### config.mk
export PLATFORM = sky130hd
export DESIGN_NAME = art_timer
export DESIGN_NICKNAME = d
export VERILOG_FILES = /design/src/rtl/art_pkg.sv /design/src/rtl/art_timer.sv /design/src/rtl/art_tick_gen.sv
export SDC_FILE = /design/constraint.sdc
export NUM_CORES = 1
export LEC_CHECK = 0
export BUFFER_PORTS_ARGS = -buffer_cell sky130_fd_sc_hd__buf_2
export CORE_MARGIN = 3
export CORE_UTILIZATION = 30
export DETAILED_ROUTE_END_ITERATION = 10
export PLACE_DENSITY_LB_ADDON = 0.08
export SLEW_MARGIN = 10
export SYNTH_ARGS = -nofsm -noshare
export SYNTH_HDL_FRONTEND = slang
export SYNTH_SLANG_ARGS = --single-unit
### constraint.sdc
create_clock -name clk_sys -period 2.67 [get_ports clk_sys]
set_input_delay 0.1335 -clock clk_sys [delete_from_list [all_inputs] [get_ports clk_sys]]
set_output_delay 0.1335 -clock clk_sys [all_outputs]
set_load 0.01 [all_outputs]
### src/rtl/art_pkg.sv
// constants, register map and field layout of the auto-reload timer
// assumes a single system clock and an 8-bit register port
package art_pkg;

  // ****************************************************************
  // register addresses
  // ****************************************************************
  localparam logic [7:0] ADDR_CLOCK_CONTROL = 8'h8e;
  localparam logic [7:0] ADDR_CONTROL       = 8'h91;
  localparam logic [7:0] ADDR_RELOAD_LOW    = 8'h92;
  localparam logic [7:0] ADDR_RELOAD_HIGH   = 8'h93;
  localparam logic [7:0] ADDR_COUNT_LOW     = 8'h94;
  localparam logic [7:0] ADDR_COUNT_HIGH    = 8'h95;
  localparam logic [7:0] ADDR_IRQ_STATUS    = 8'h96;
  localparam logic [7:0] ADDR_IRQ_CLEAR     = 8'h97;
  localparam logic [7:0] ADDR_IRQ_ENABLE    = 8'ha8;

  // ****************************************************************
  // control register fields
  // ****************************************************************
  localparam int BIT_HIGH_FLAG    = 7;
  localparam int BIT_LOW_FLAG     = 6;
  localparam int BIT_LOW_IRQ_EN   = 5;
  localparam int BIT_SPLIT        = 3;
  localparam int BIT_RUN          = 2;
  localparam int BIT_EXT_SELECT   = 0;
  localparam logic [7:0] CONTROL_USED_MASK = 8'hed;

  // clock control fields
  localparam int BIT_LOW_CLK_MODE  = 0;
  localparam int BIT_HIGH_CLK_MODE = 1;
  localparam logic [7:0] CLOCK_CONTROL_USED_MASK = 8'h03;

  // interrupt enable register field
  localparam int BIT_TIMER_IRQ_EN = 5;
  localparam logic [7:0] IRQ_ENABLE_USED_MASK = 8'h20;

  // ****************************************************************
  // reset values
  // ****************************************************************
  localparam logic [7:0] RESET_BYTE = 8'h00;

  // ****************************************************************
  // timing
  // ****************************************************************
  localparam int SYS_DIVIDE = 12;
  localparam int EXT_DIVIDE = 8;

  // ****************************************************************
  // per-byte tick selection
  // ****************************************************************
  function automatic logic pick_tick(input logic mode, input logic ext_sel,
                                     input logic tick_div12, input logic tick_ext8);
    if (mode) begin
      pick_tick = 1'b1;
    end else begin
      pick_tick = ext_sel ? tick_ext8 : tick_div12;
    end
  endfunction

endpackage

### src/rtl/art_timer.sv
// auto-reload timer with 16-bit and split 8-bit modes, register port
// assumes a register master using one-cycle strobes on clk_sys
`timescale 1ns/100ps
module art_timer (
  // clock and reset
  input  wire logic       clk_sys,
  input  wire logic       reset,
  // external oscillator
  input  wire logic       ext_osc,
  // register port
  input  wire logic [7:0] reg_addr,
  input  wire logic [7:0] reg_wdata,
  input  wire logic       reg_wr,
  input  wire logic       reg_rd,
  output logic      [7:0] reg_rdata,
  // interrupt
  output logic            irq
);

  // ****************************************************************
  // clock enables
  // ****************************************************************
  logic tick_div12;
  logic tick_ext8;

  art_tick_gen u_tick (
    .clk_sys    (clk_sys),
    .reset      (reset),
    .ext_osc    (ext_osc),
    .tick_div12 (tick_div12),
    .tick_ext8  (tick_ext8)
  );

  // ****************************************************************
  // register state
  // ****************************************************************
  logic [7:0] cnt_low_q,   cnt_low_d;
  logic [7:0] cnt_high_q,  cnt_high_d;
  logic [7:0] rld_low_q,   rld_low_d;
  logic [7:0] rld_high_q,  rld_high_d;
  logic       flag_high_q, flag_high_d;
  logic       flag_low_q,  flag_low_d;
  logic       low_ien_q,   low_ien_d;
  logic       split_q,     split_d;
  logic       run_q,       run_d;
  logic       ext_sel_q,   ext_sel_d;
  logic       mode_low_q,  mode_low_d;
  logic       mode_high_q, mode_high_d;
  logic       timer_ie_q,  timer_ie_d;
  logic [7:0] rdata_d;
  logic       irq_d;

  // ****************************************************************
  // count advance and overflow events
  // ****************************************************************
  logic       tick_low;
  logic       tick_high;
  logic       inc_low;
  logic       inc_high;
  logic       ovf_low;
  logic       ovf_high;
  logic [7:0] next_low;
  logic [7:0] next_high;
  logic       wr_ctl;
  logic       wr_clr;

  always_comb begin
    tick_low  = art_pkg::pick_tick(mode_low_q, ext_sel_q, tick_div12, tick_ext8);
    tick_high = art_pkg::pick_tick(mode_high_q, ext_sel_q, tick_div12, tick_ext8);
    next_low  = cnt_low_q;
    next_high = cnt_high_q;
    inc_low   = 1'b0;
    inc_high  = 1'b0;
    ovf_low   = 1'b0;
    ovf_high  = 1'b0;
    if (split_q) begin
      inc_low  = tick_low;
      inc_high = run_q && tick_high;
      ovf_low  = inc_low && (cnt_low_q == 8'hff);
      ovf_high = inc_high && (cnt_high_q == 8'hff);
      if (inc_low) begin
        next_low = ovf_low ? rld_low_q : cnt_low_q + 8'h01;
      end
      if (inc_high) begin
        next_high = ovf_high ? rld_high_q : cnt_high_q + 8'h01;
      end
    end else begin
      inc_low  = run_q && tick_low;
      ovf_low  = inc_low && (cnt_low_q == 8'hff);
      ovf_high = ovf_low && (cnt_high_q == 8'hff);
      if (ovf_high) begin
        next_low  = rld_low_q;
        next_high = rld_high_q;
      end else if (inc_low) begin
        {next_high, next_low} = {cnt_high_q, cnt_low_q} + 16'h0001;
      end
    end
  end

  // ****************************************************************
  // register writes, flags and read data
  // ****************************************************************
  always_comb begin
    wr_ctl      = reg_wr && (reg_addr == art_pkg::ADDR_CONTROL);
    wr_clr      = reg_wr && (reg_addr == art_pkg::ADDR_IRQ_CLEAR);
    cnt_low_d   = next_low;
    cnt_high_d  = next_high;
    rld_low_d   = rld_low_q;
    rld_high_d  = rld_high_q;
    flag_high_d = flag_high_q;
    flag_low_d  = flag_low_q;
    low_ien_d   = low_ien_q;
    split_d     = split_q;
    run_d       = run_q;
    ext_sel_d   = ext_sel_q;
    mode_low_d  = mode_low_q;
    mode_high_d = mode_high_q;
    timer_ie_d  = timer_ie_q;
    if (reg_wr) begin
      unique case (reg_addr)
        art_pkg::ADDR_COUNT_LOW: begin
          cnt_low_d = reg_wdata;
        end
        art_pkg::ADDR_COUNT_HIGH: begin
          cnt_high_d = reg_wdata;
        end
        art_pkg::ADDR_RELOAD_LOW: begin
          rld_low_d = reg_wdata;
        end
        art_pkg::ADDR_RELOAD_HIGH: begin
          rld_high_d = reg_wdata;
        end
        art_pkg::ADDR_CONTROL: begin
          low_ien_d = reg_wdata[art_pkg::BIT_LOW_IRQ_EN];
          split_d   = reg_wdata[art_pkg::BIT_SPLIT];
          run_d     = reg_wdata[art_pkg::BIT_RUN];
          ext_sel_d = reg_wdata[art_pkg::BIT_EXT_SELECT];
        end
        art_pkg::ADDR_CLOCK_CONTROL: begin
          mode_low_d  = reg_wdata[art_pkg::BIT_LOW_CLK_MODE];
          mode_high_d = reg_wdata[art_pkg::BIT_HIGH_CLK_MODE];
        end
        art_pkg::ADDR_IRQ_ENABLE: begin
          timer_ie_d = reg_wdata[art_pkg::BIT_TIMER_IRQ_EN];
        end
        default: begin
        end
      endcase
    end
    // software writes or clears the flags; hardware only ever sets them
    if (wr_ctl) begin
      flag_high_d = reg_wdata[art_pkg::BIT_HIGH_FLAG];
      flag_low_d  = reg_wdata[art_pkg::BIT_LOW_FLAG];
    end
    if (wr_clr) begin
      if (reg_wdata[art_pkg::BIT_HIGH_FLAG]) begin
        flag_high_d = 1'b0;
      end
      if (reg_wdata[art_pkg::BIT_LOW_FLAG]) begin
        flag_low_d = 1'b0;
      end
    end
    // a set in the same cycle as a clear wins
    if (ovf_high) begin
      flag_high_d = 1'b1;
    end
    if (ovf_low) begin
      flag_low_d = 1'b1;
    end
    // interrupt level from enabled flags
    irq_d = timer_ie_q && (flag_high_q || (low_ien_q && flag_low_q));
    // read data, one cycle after the strobe
    rdata_d = 8'h00;
    if (reg_rd) begin
      unique case (reg_addr)
        art_pkg::ADDR_COUNT_LOW: begin
          rdata_d = cnt_low_q;
        end
        art_pkg::ADDR_COUNT_HIGH: begin
          rdata_d = cnt_high_q;
        end
        art_pkg::ADDR_RELOAD_LOW: begin
          rdata_d = rld_low_q;
        end
        art_pkg::ADDR_RELOAD_HIGH: begin
          rdata_d = rld_high_q;
        end
        art_pkg::ADDR_CONTROL: begin
          rdata_d = {flag_high_q, flag_low_q, low_ien_q, 1'b0,
                     split_q, run_q, 1'b0, ext_sel_q};
        end
        art_pkg::ADDR_IRQ_STATUS: begin
          rdata_d = {flag_high_q, flag_low_q, 6'h00};
        end
        art_pkg::ADDR_CLOCK_CONTROL: begin
          rdata_d = {6'h00, mode_high_q, mode_low_q};
        end
        art_pkg::ADDR_IRQ_ENABLE: begin
          rdata_d = {2'h0, timer_ie_q, 5'h00};
        end
        default: begin
          rdata_d = 8'h00;
        end
      endcase
    end
  end

  always_ff @(posedge clk_sys or posedge reset) begin
    if (reset) begin
      cnt_low_q   <= art_pkg::RESET_BYTE;
      cnt_high_q  <= art_pkg::RESET_BYTE;
      rld_low_q   <= art_pkg::RESET_BYTE;
      rld_high_q  <= art_pkg::RESET_BYTE;
      flag_high_q <= 1'b0;
      flag_low_q  <= 1'b0;
      low_ien_q   <= 1'b0;
      split_q     <= 1'b0;
      run_q       <= 1'b0;
      ext_sel_q   <= 1'b0;
      mode_low_q  <= 1'b0;
      mode_high_q <= 1'b0;
      timer_ie_q  <= 1'b0;
      reg_rdata   <= art_pkg::RESET_BYTE;
      irq         <= 1'b0;
    end else begin
      cnt_low_q   <= cnt_low_d;
      cnt_high_q  <= cnt_high_d;
      rld_low_q   <= rld_low_d;
      rld_high_q  <= rld_high_d;
      flag_high_q <= flag_high_d;
      flag_low_q  <= flag_low_d;
      low_ien_q   <= low_ien_d;
      split_q     <= split_d;
      run_q       <= run_d;
      ext_sel_q   <= ext_sel_d;
      mode_low_q  <= mode_low_d;
      mode_high_q <= mode_high_d;
      timer_ie_q  <= timer_ie_d;
      reg_rdata   <= rdata_d;
      irq         <= irq_d;
    end
  end

endmodule

### src/rtl/art_tick_gen.sv
// tick enables: system clock /12 and synchronised external oscillator /8
// assumes ext_osc is slower than half the system clock
`timescale 1ns/100ps
module art_tick_gen #(
  parameter int SYS_DIV = art_pkg::SYS_DIVIDE,
  parameter int EXT_DIV = art_pkg::EXT_DIVIDE
) (
  // clock and reset
  input  wire logic clk_sys,
  input  wire logic reset,
  // external oscillator
  input  wire logic ext_osc,
  // ticks
  output logic      tick_div12,
  output logic      tick_ext8
);

  // ****************************************************************
  // divider and synchroniser state
  // ****************************************************************
  logic [3:0] div_q,  div_d;
  logic [2:0] ecnt_q, ecnt_d;
  logic       sync1_q, sync2_q, sync3_q;
  logic       t12_d, t8_d;

  always_comb begin
    div_d  = div_q;
    ecnt_d = ecnt_q;
    t12_d  = 1'b0;
    t8_d   = 1'b0;
    if (div_q == 4'(SYS_DIV - 1)) begin
      div_d = 4'h0;
      t12_d = 1'b1;
    end else begin
      div_d = div_q + 4'h1;
    end
    if (sync2_q && !sync3_q) begin
      if (ecnt_q == 3'(EXT_DIV - 1)) begin
        ecnt_d = 3'h0;
        t8_d   = 1'b1;
      end else begin
        ecnt_d = ecnt_q + 3'h1;
      end
    end
  end

  always_ff @(posedge clk_sys or posedge reset) begin
    if (reset) begin
      div_q      <= 4'h0;
      ecnt_q     <= 3'h0;
      sync1_q    <= 1'b0;
      sync2_q    <= 1'b0;
      sync3_q    <= 1'b0;
      tick_div12 <= 1'b0;
      tick_ext8  <= 1'b0;
    end else begin
      div_q      <= div_d;
      ecnt_q     <= ecnt_d;
      sync1_q    <= ext_osc;
      sync2_q    <= sync1_q;
      sync3_q    <= sync2_q;
      tick_div12 <= t12_d;
      tick_ext8  <= t8_d;
    end
  end

endmodule

After elaboration in Yosys (flattened, before gate mapping)
Index checks and enable logic that the tools add are counted.
Word-level totals
  bits in registers: 62
  input port bits: 21
Cells by class
  add/subtract/negate cells: 5
  equality and inequality tests: 13
  multiplexer cells: 34
  reductions and logical operators: 18
Operators by type and width (number)
  $mux W8: 15
  $eq A8 B8 Y1 const B: 11
  $pmux W8 S8: 1
  $add A16 B1 Y16 const B: 1
  $add A8 B1 Y8 const B: 2
  $mux W1: 16
  $logic_and A1 B1 Y1: 11
  $reduce_and A2 Y1: 5
  $add A4 B1 Y4 const B: 1
  $eq A4 B4 Y1 const B: 1
  $mux W4: 1
  $add A3 B1 Y3 const B: 1
  $eq A3 B3 Y1 const B: 1
  $mux W3: 1
  $logic_not A1 Y1: 1
  $logic_or A1 B1 Y1: 1

Logic depth before layout (Yosys ltp)
  depth in word-level cells: 9
  mapped depth: 10
  gate-level depth less buffers: 7

Hierarchy
Synthesis repeated with hierarchy kept, for this count alone.
Second synthesis, totals
  cell total of the unflattened synthesis: 395
  area total of the unflattened synthesis: 3744.8 sq um
By module, submodules not included
  art_timer: instances 1, cells each 364, area each 3269.4 sq um, seq. area each 1251.2 sq um
  art_tick_gen: instances 1, cells each 31, area each 475.5 sq um, seq. area each 300.3 sq um

Least setup slack after synthesis
OpenSTA, ideal clock, no wires.
  path kind: register -> register
  start: register cnt_low_q[5]
  end: register cnt_high_q[6]
  library setup time: 77 ps
  arrival time: 1852 ps
  setup slack: 741 ps
  cell stages (with the launch flop): 9
  period minus slack after synthesis: 1929 ps
  cell sequence: dfrtp_1 -> and4_1 -> buf_6 -> and4_2 -> clkbuf_1 -> nand4_1 -> mux2i_1 -> or3_1 -> a21oi_1
On the way
  longest elaborated chain between the ends: 7
  elaborated cells between the ends (all ways): 9
RTL lines
  start, declared: line art_timer.sv:37  | logic [7:0] cnt_low_q, cnt_low_d;
  start signal, assigned: line art_timer.sv:210  | cnt_low_q <= art_pkg::RESET_BYTE;
  start signal, assigned: line art_timer.sv:226  | cnt_low_q <= cnt_low_d;
  branches (longest 3 deep; another with $add A16 B1 Y16)
  $mux W8 *: line art_timer.sv:91  | if (ovf_high) begin
  $mux W8 *: line art_timer.sv:76  | if (split_q) begin
  $mux W8: line art_timer.sv:120  | unique case (reg_addr)
  $mux W8 *: line art_timer.sv:119  | if (reg_wr) begin
  via cnt_high_d[6]: line art_timer.sv:38  | logic [7:0] cnt_high_q, cnt_high_d;
  end signal, assigned: line art_timer.sv:211  | cnt_high_q <= art_pkg::RESET_BYTE;
  end signal, assigned: line art_timer.sv:227  | cnt_high_q <= cnt_high_d;
  end, declared: line art_timer.sv:38
Mark *: on every way through the listed nets, which the timed path passes.
A chain may end at the register's enable or synchronous reset.

Worst setup path after layout
  start: register cnt_high_q[1]
  end: register cnt_low_q[1]
On the way
  longest elaborated chain between the ends: 6
RTL lines
  $eq A8 B8 Y1 *: line art_timer.sv:90  | ovf_high = ovf_low && (cnt_high_q == 8'hff);
  $logic_and A1 B1 Y1 *: line art_timer.sv:90
  $mux W8 *: line art_timer.sv:91
  $mux W8 *: line art_timer.sv:76
  $mux W8: line art_timer.sv:120
  $mux W8 *: line art_timer.sv:119
  via cnt_low_d[1]: line art_timer.sv:37
Mark *: on every way through the listed nets, which the timed path passes. The rest lies on a longest branch.

==> out/qor.txt <==
Setup-failing EPs final -> 0
Via count -> 3209
First-pass GRT wire length -> 19.0 mm
DIE HEIGHT -> 119 um
Routed len/inst -> 20.5 um
Post-synth ARST share -> 100%
Clk pin slew, worst setup/hold paths -> 60 ps
Most used DFF post-synth -> dfrtp_1
TritonCTS clock tree -> yes
Worst Path Max Fanout -> 15
Status -> complete, no violations
Post-route cell area -> 0.00438 sq mm
RSZ-0062 raised after global routing -> false
Core area -> 0.0123 sq mm
TritonRoute pass-1 iters -> 5
Critical path arrival -> 2640 ps
Avg Inst Size Synth -> 9.92 sq um
GRT Util Overall -> 17.4%
DIE AREA -> 0.0142 sq mm
Yosys warnings -> 0
Register area share after synthesis -> 40.3%
GP Congestion -> 0.870
Yosys reg bits -> 62
Largest net degree at the start of global routing -> 34
P per Cell Area -> 709 mW/mm^2
Num CTS Buffers -> 9
Root Driver -> clkbuf_16
Mapped Area -> 0.00385 sq mm
NumNets Final -> 438
CP Launch Type -> register
Placement Rows -> 40
DR DRC count -> 0
WS Path Type -> register to register
Area Overhead vs Synth -> 13.7%
Starting Density -> 31.4%
PortBufs -> 29
Synth Net Count -> 414
Routed Antenna Nets -> 0
Cell Area, Placed -> 0.00408 sq mm
Routed WL -> 12.0 mm
CP max stage cell -> or3_1
Worst path top cell family by delay -> simple AND/OR/NAND/NOR gates
Max-cap violation count -> 0
Worst-margin pin slew -> 720 ps
Routed vias/inst -> 5.49
Max Fclk -> 420 MHz
Vias in the first global route -> 3197
Synth cell types -> 68
Post-synth EDFFs -> 0
Critical path buffers and inverters -> 0
Worst-Skew Late Latency -> 340 ps
Hold WC Path Type -> input port to register
Pins over their slew limit -> 0
Cell count after synthesis -> 388
Fraction of layout cells with a size suffix above 1 -> 25.2%
Post-Place Worst Slack -> 318 ps
P_leak -> 1.87 nW
CP Cell Sequence -> ha_1 > nand3_4 > or3_1 > a311o_1 > a31oi_1
HPWL Detailed -> 8.58 mm
Die W -> 119 um
CP endpoint kind -> register
Crit-path max cell delay -> 660 ps
Tcrit/Tclk final -> 89.1%
WP data required -> 2930 ps
CTS sink count -> 62
Relative slew slack -> 51.9%
Max VDD drop -> 0.361 mV
CTS Buffer Depth -> 2
Crit path time final -> 2380 ps
Setup Buffers After CTS -> 0
PnR worst setup slack -> 290 ps
Post-CTS sizing -> 0
Setup TNS -> 0 ps
Cts hold-fix bufs -> 2
Total gr overflow -> 0
# diodes -> 0
IO Pins -> 30
Hold Fails Final Rpt -> 0
Initial DRC count -> 267
H-tree levels -> 3
Layout Skew -> 6.45 ps
Initial antenna violation count -> 0
Fin util -> 35.7%
==> worst paths after layout <==
path | from | endpoint | slack, ps | depth (start not counted)
setup / recovery | cnt_high_q[1]$_DFF_PP0_ | cnt_low_q[1]$_DFF_PP0_ | 290 | 5
max in group asynchronous | reset | reg_rdata[7]$_DFF_PP0_ | 1570 | 4
hold / removal | reg_wdata[4] | cnt_high_q[4]$_DFF_PP0_ | 110 | 3
min in group asynchronous | reset | u_tick.ecnt_q[1]$_DFFE_PP0P_ | 460 | 3
hold reg to reg | u_tick.sync1_q$_DFF_PP0_ | u_tick.sync2_q$_DFF_PP0_ | 350 | 0
setup reg to reg | cnt_high_q[1]$_DFF_PP0_ | cnt_low_q[1]$_DFF_PP0_ | 290 | 5
==> Yosys cell counts (2+ instances only) <==
library cell,number,share of area (%)
a2bb2oi_1,3,0.68
xnor2_1,5,1.1
or3_1,2,0.32
a41oi_1,3,0.68
clkbuf_8,7,2.5
nand2b_1,6,0.98
nor3_1,6,0.78
nor2_1,27,2.6
a31oi_1,13,2.1
a211oi_1,2,0.39
buf_4,2,0.39
mux2_2,33,9.7
buf_6,4,1.2
and4_1,2,0.46
a211o_1,4,0.91
clkbuf_2,2,0.26
o21ai_0,13,1.7
buf_2,5,0.65
clkbuf_1,11,1.1
a32oi_1,4,0.91
nor2b_1,6,0.98
o22ai_1,4,0.65
and3_1,9,1.5
nand4_1,3,0.49
nand2_1,33,3.2
ha_1,5,1.6
and2_1,2,0.32
nand3_1,13,1.7
a22oi_1,7,1.4
a22o_1,4,0.91
inv_1,5,0.49
a222oi_1,4,1.0
o31ai_1,3,0.58
and3b_1,2,0.46
o211ai_1,5,0.98
dfrtp_1,62,40
a221o_1,2,0.52
nor3b_1,2,0.39
and3_2,2,0.39
xor2_1,6,1.4
a21oi_1,22,2.9
mux2i_1,7,1.8
==> layout make-up <==
cell class | count | area, sq um
inverter | 5 | 18.8
clock inverter | 7 | 58.8
fill | 1278 | 7880
timing repair buffer | 45 | 283
tap | 168 | 210
sequential | 62 | 1550
clock buffer | 9 | 225
multi-input combinational | 289 | 2030
==> flip-flops by register name (all words and copies together) (netlist names), 3 cells and up <==
| signal | flops |
|---|---|
| rld_low_q | 8 |
| rld_high_q | 8 |
| reg_rdata | 8 |
| u_tick.ecnt_q | 3 |
| u_tick.div_q | 4 |
| cnt_high_q | 8 |
| cnt_low_q | 8 |
==> cells by family after synthesis <==
logic type,Yosys count,synth area share (%)
AND/OR/NAND/NOR,126,17.6
AO/OA/AOI/OAI,106,19.2
flip-flops,62,40.3
multiplexers,41,11.9
buffers and inverters,37,6.92
XOR/XNOR,11,2.50
adder cells (fa/ha/maj),5,1.62
==> stage by stage <==
stage	hold slack, ps	power, mW	std cells
floorplan	165	1.83	388
global placement	244	2.00	567
detailed placement	248	2.00	567
CTS	100	3.13	585
global route	121	3.28	585
finish	108	3.11	585
==> power breakdown <==
group	leakage (nW)	switching, mW	total [mW]	internal, mW
Combinational	0.938	0.361	0.702	0.342
Clock	0.133	0.476	1.11	0.638
Sequential	0.796	0.213	1.29	1.08
==> layer usage <==
metal | GRT usage, % | share of wire (%) | up-vias
met4 | 7.24 | 3.0 | 0
met1 | 23.7 | 46 | 1595
met3 | 3.51 | 5.1 | 22
met5 | 0 | 0 | -
met2 | 27.0 | 46 | 99
li1 | - | - | 1493
==> worst min-delay path, delay by kind of cell <==
kind / cells / cell delay (ps)
buffers and inverters: 1 / 140
and+or+nand+nor: 1 / 60
AOI/OAI and AO/OA: 1 / 60
==> layout by cell type (no fill, tap or decap), types with 3 or more instances in the layout <==
cell | netlist | layout
a22oi_1 | 7 | 7
o211ai_1 | 5 | 5
and3_1 | 9 | 9
o21ai_0 | 13 | 13
nand4_1 | 3 | 3
a2bb2oi_1 | 3 | 3
dfrtp_1 | 62 | 62
buf_4 | 2 | 13
inv_1 | 5 | 4
nor2b_1 | 6 | 6
a41oi_1 | 3 | 3
a21oi_1 | 22 | 22
buf_2 | 5 | 29
a31oi_1 | 13 | 13
nor2_1 | 27 | 27
o22ai_1 | 4 | 4
clkbuf_16 | 0 | 9
xnor2_1 | 5 | 5
ha_1 | 5 | 5
xor2_1 | 6 | 6
nand2b_1 | 6 | 6
nand3_1 | 13 | 13
mux2i_1 | 7 | 7
mux2_2 | 33 | 33
nand2_1 | 33 | 33
a32oi_1 | 4 | 4
o31ai_1 | 3 | 3
a22o_1 | 4 | 4
a222oi_1 | 4 | 4
a211o_1 | 4 | 4
clkinv_4 | 0 | 3
nor3_1 | 6 | 6
Power figures use the tool's default switching activity.
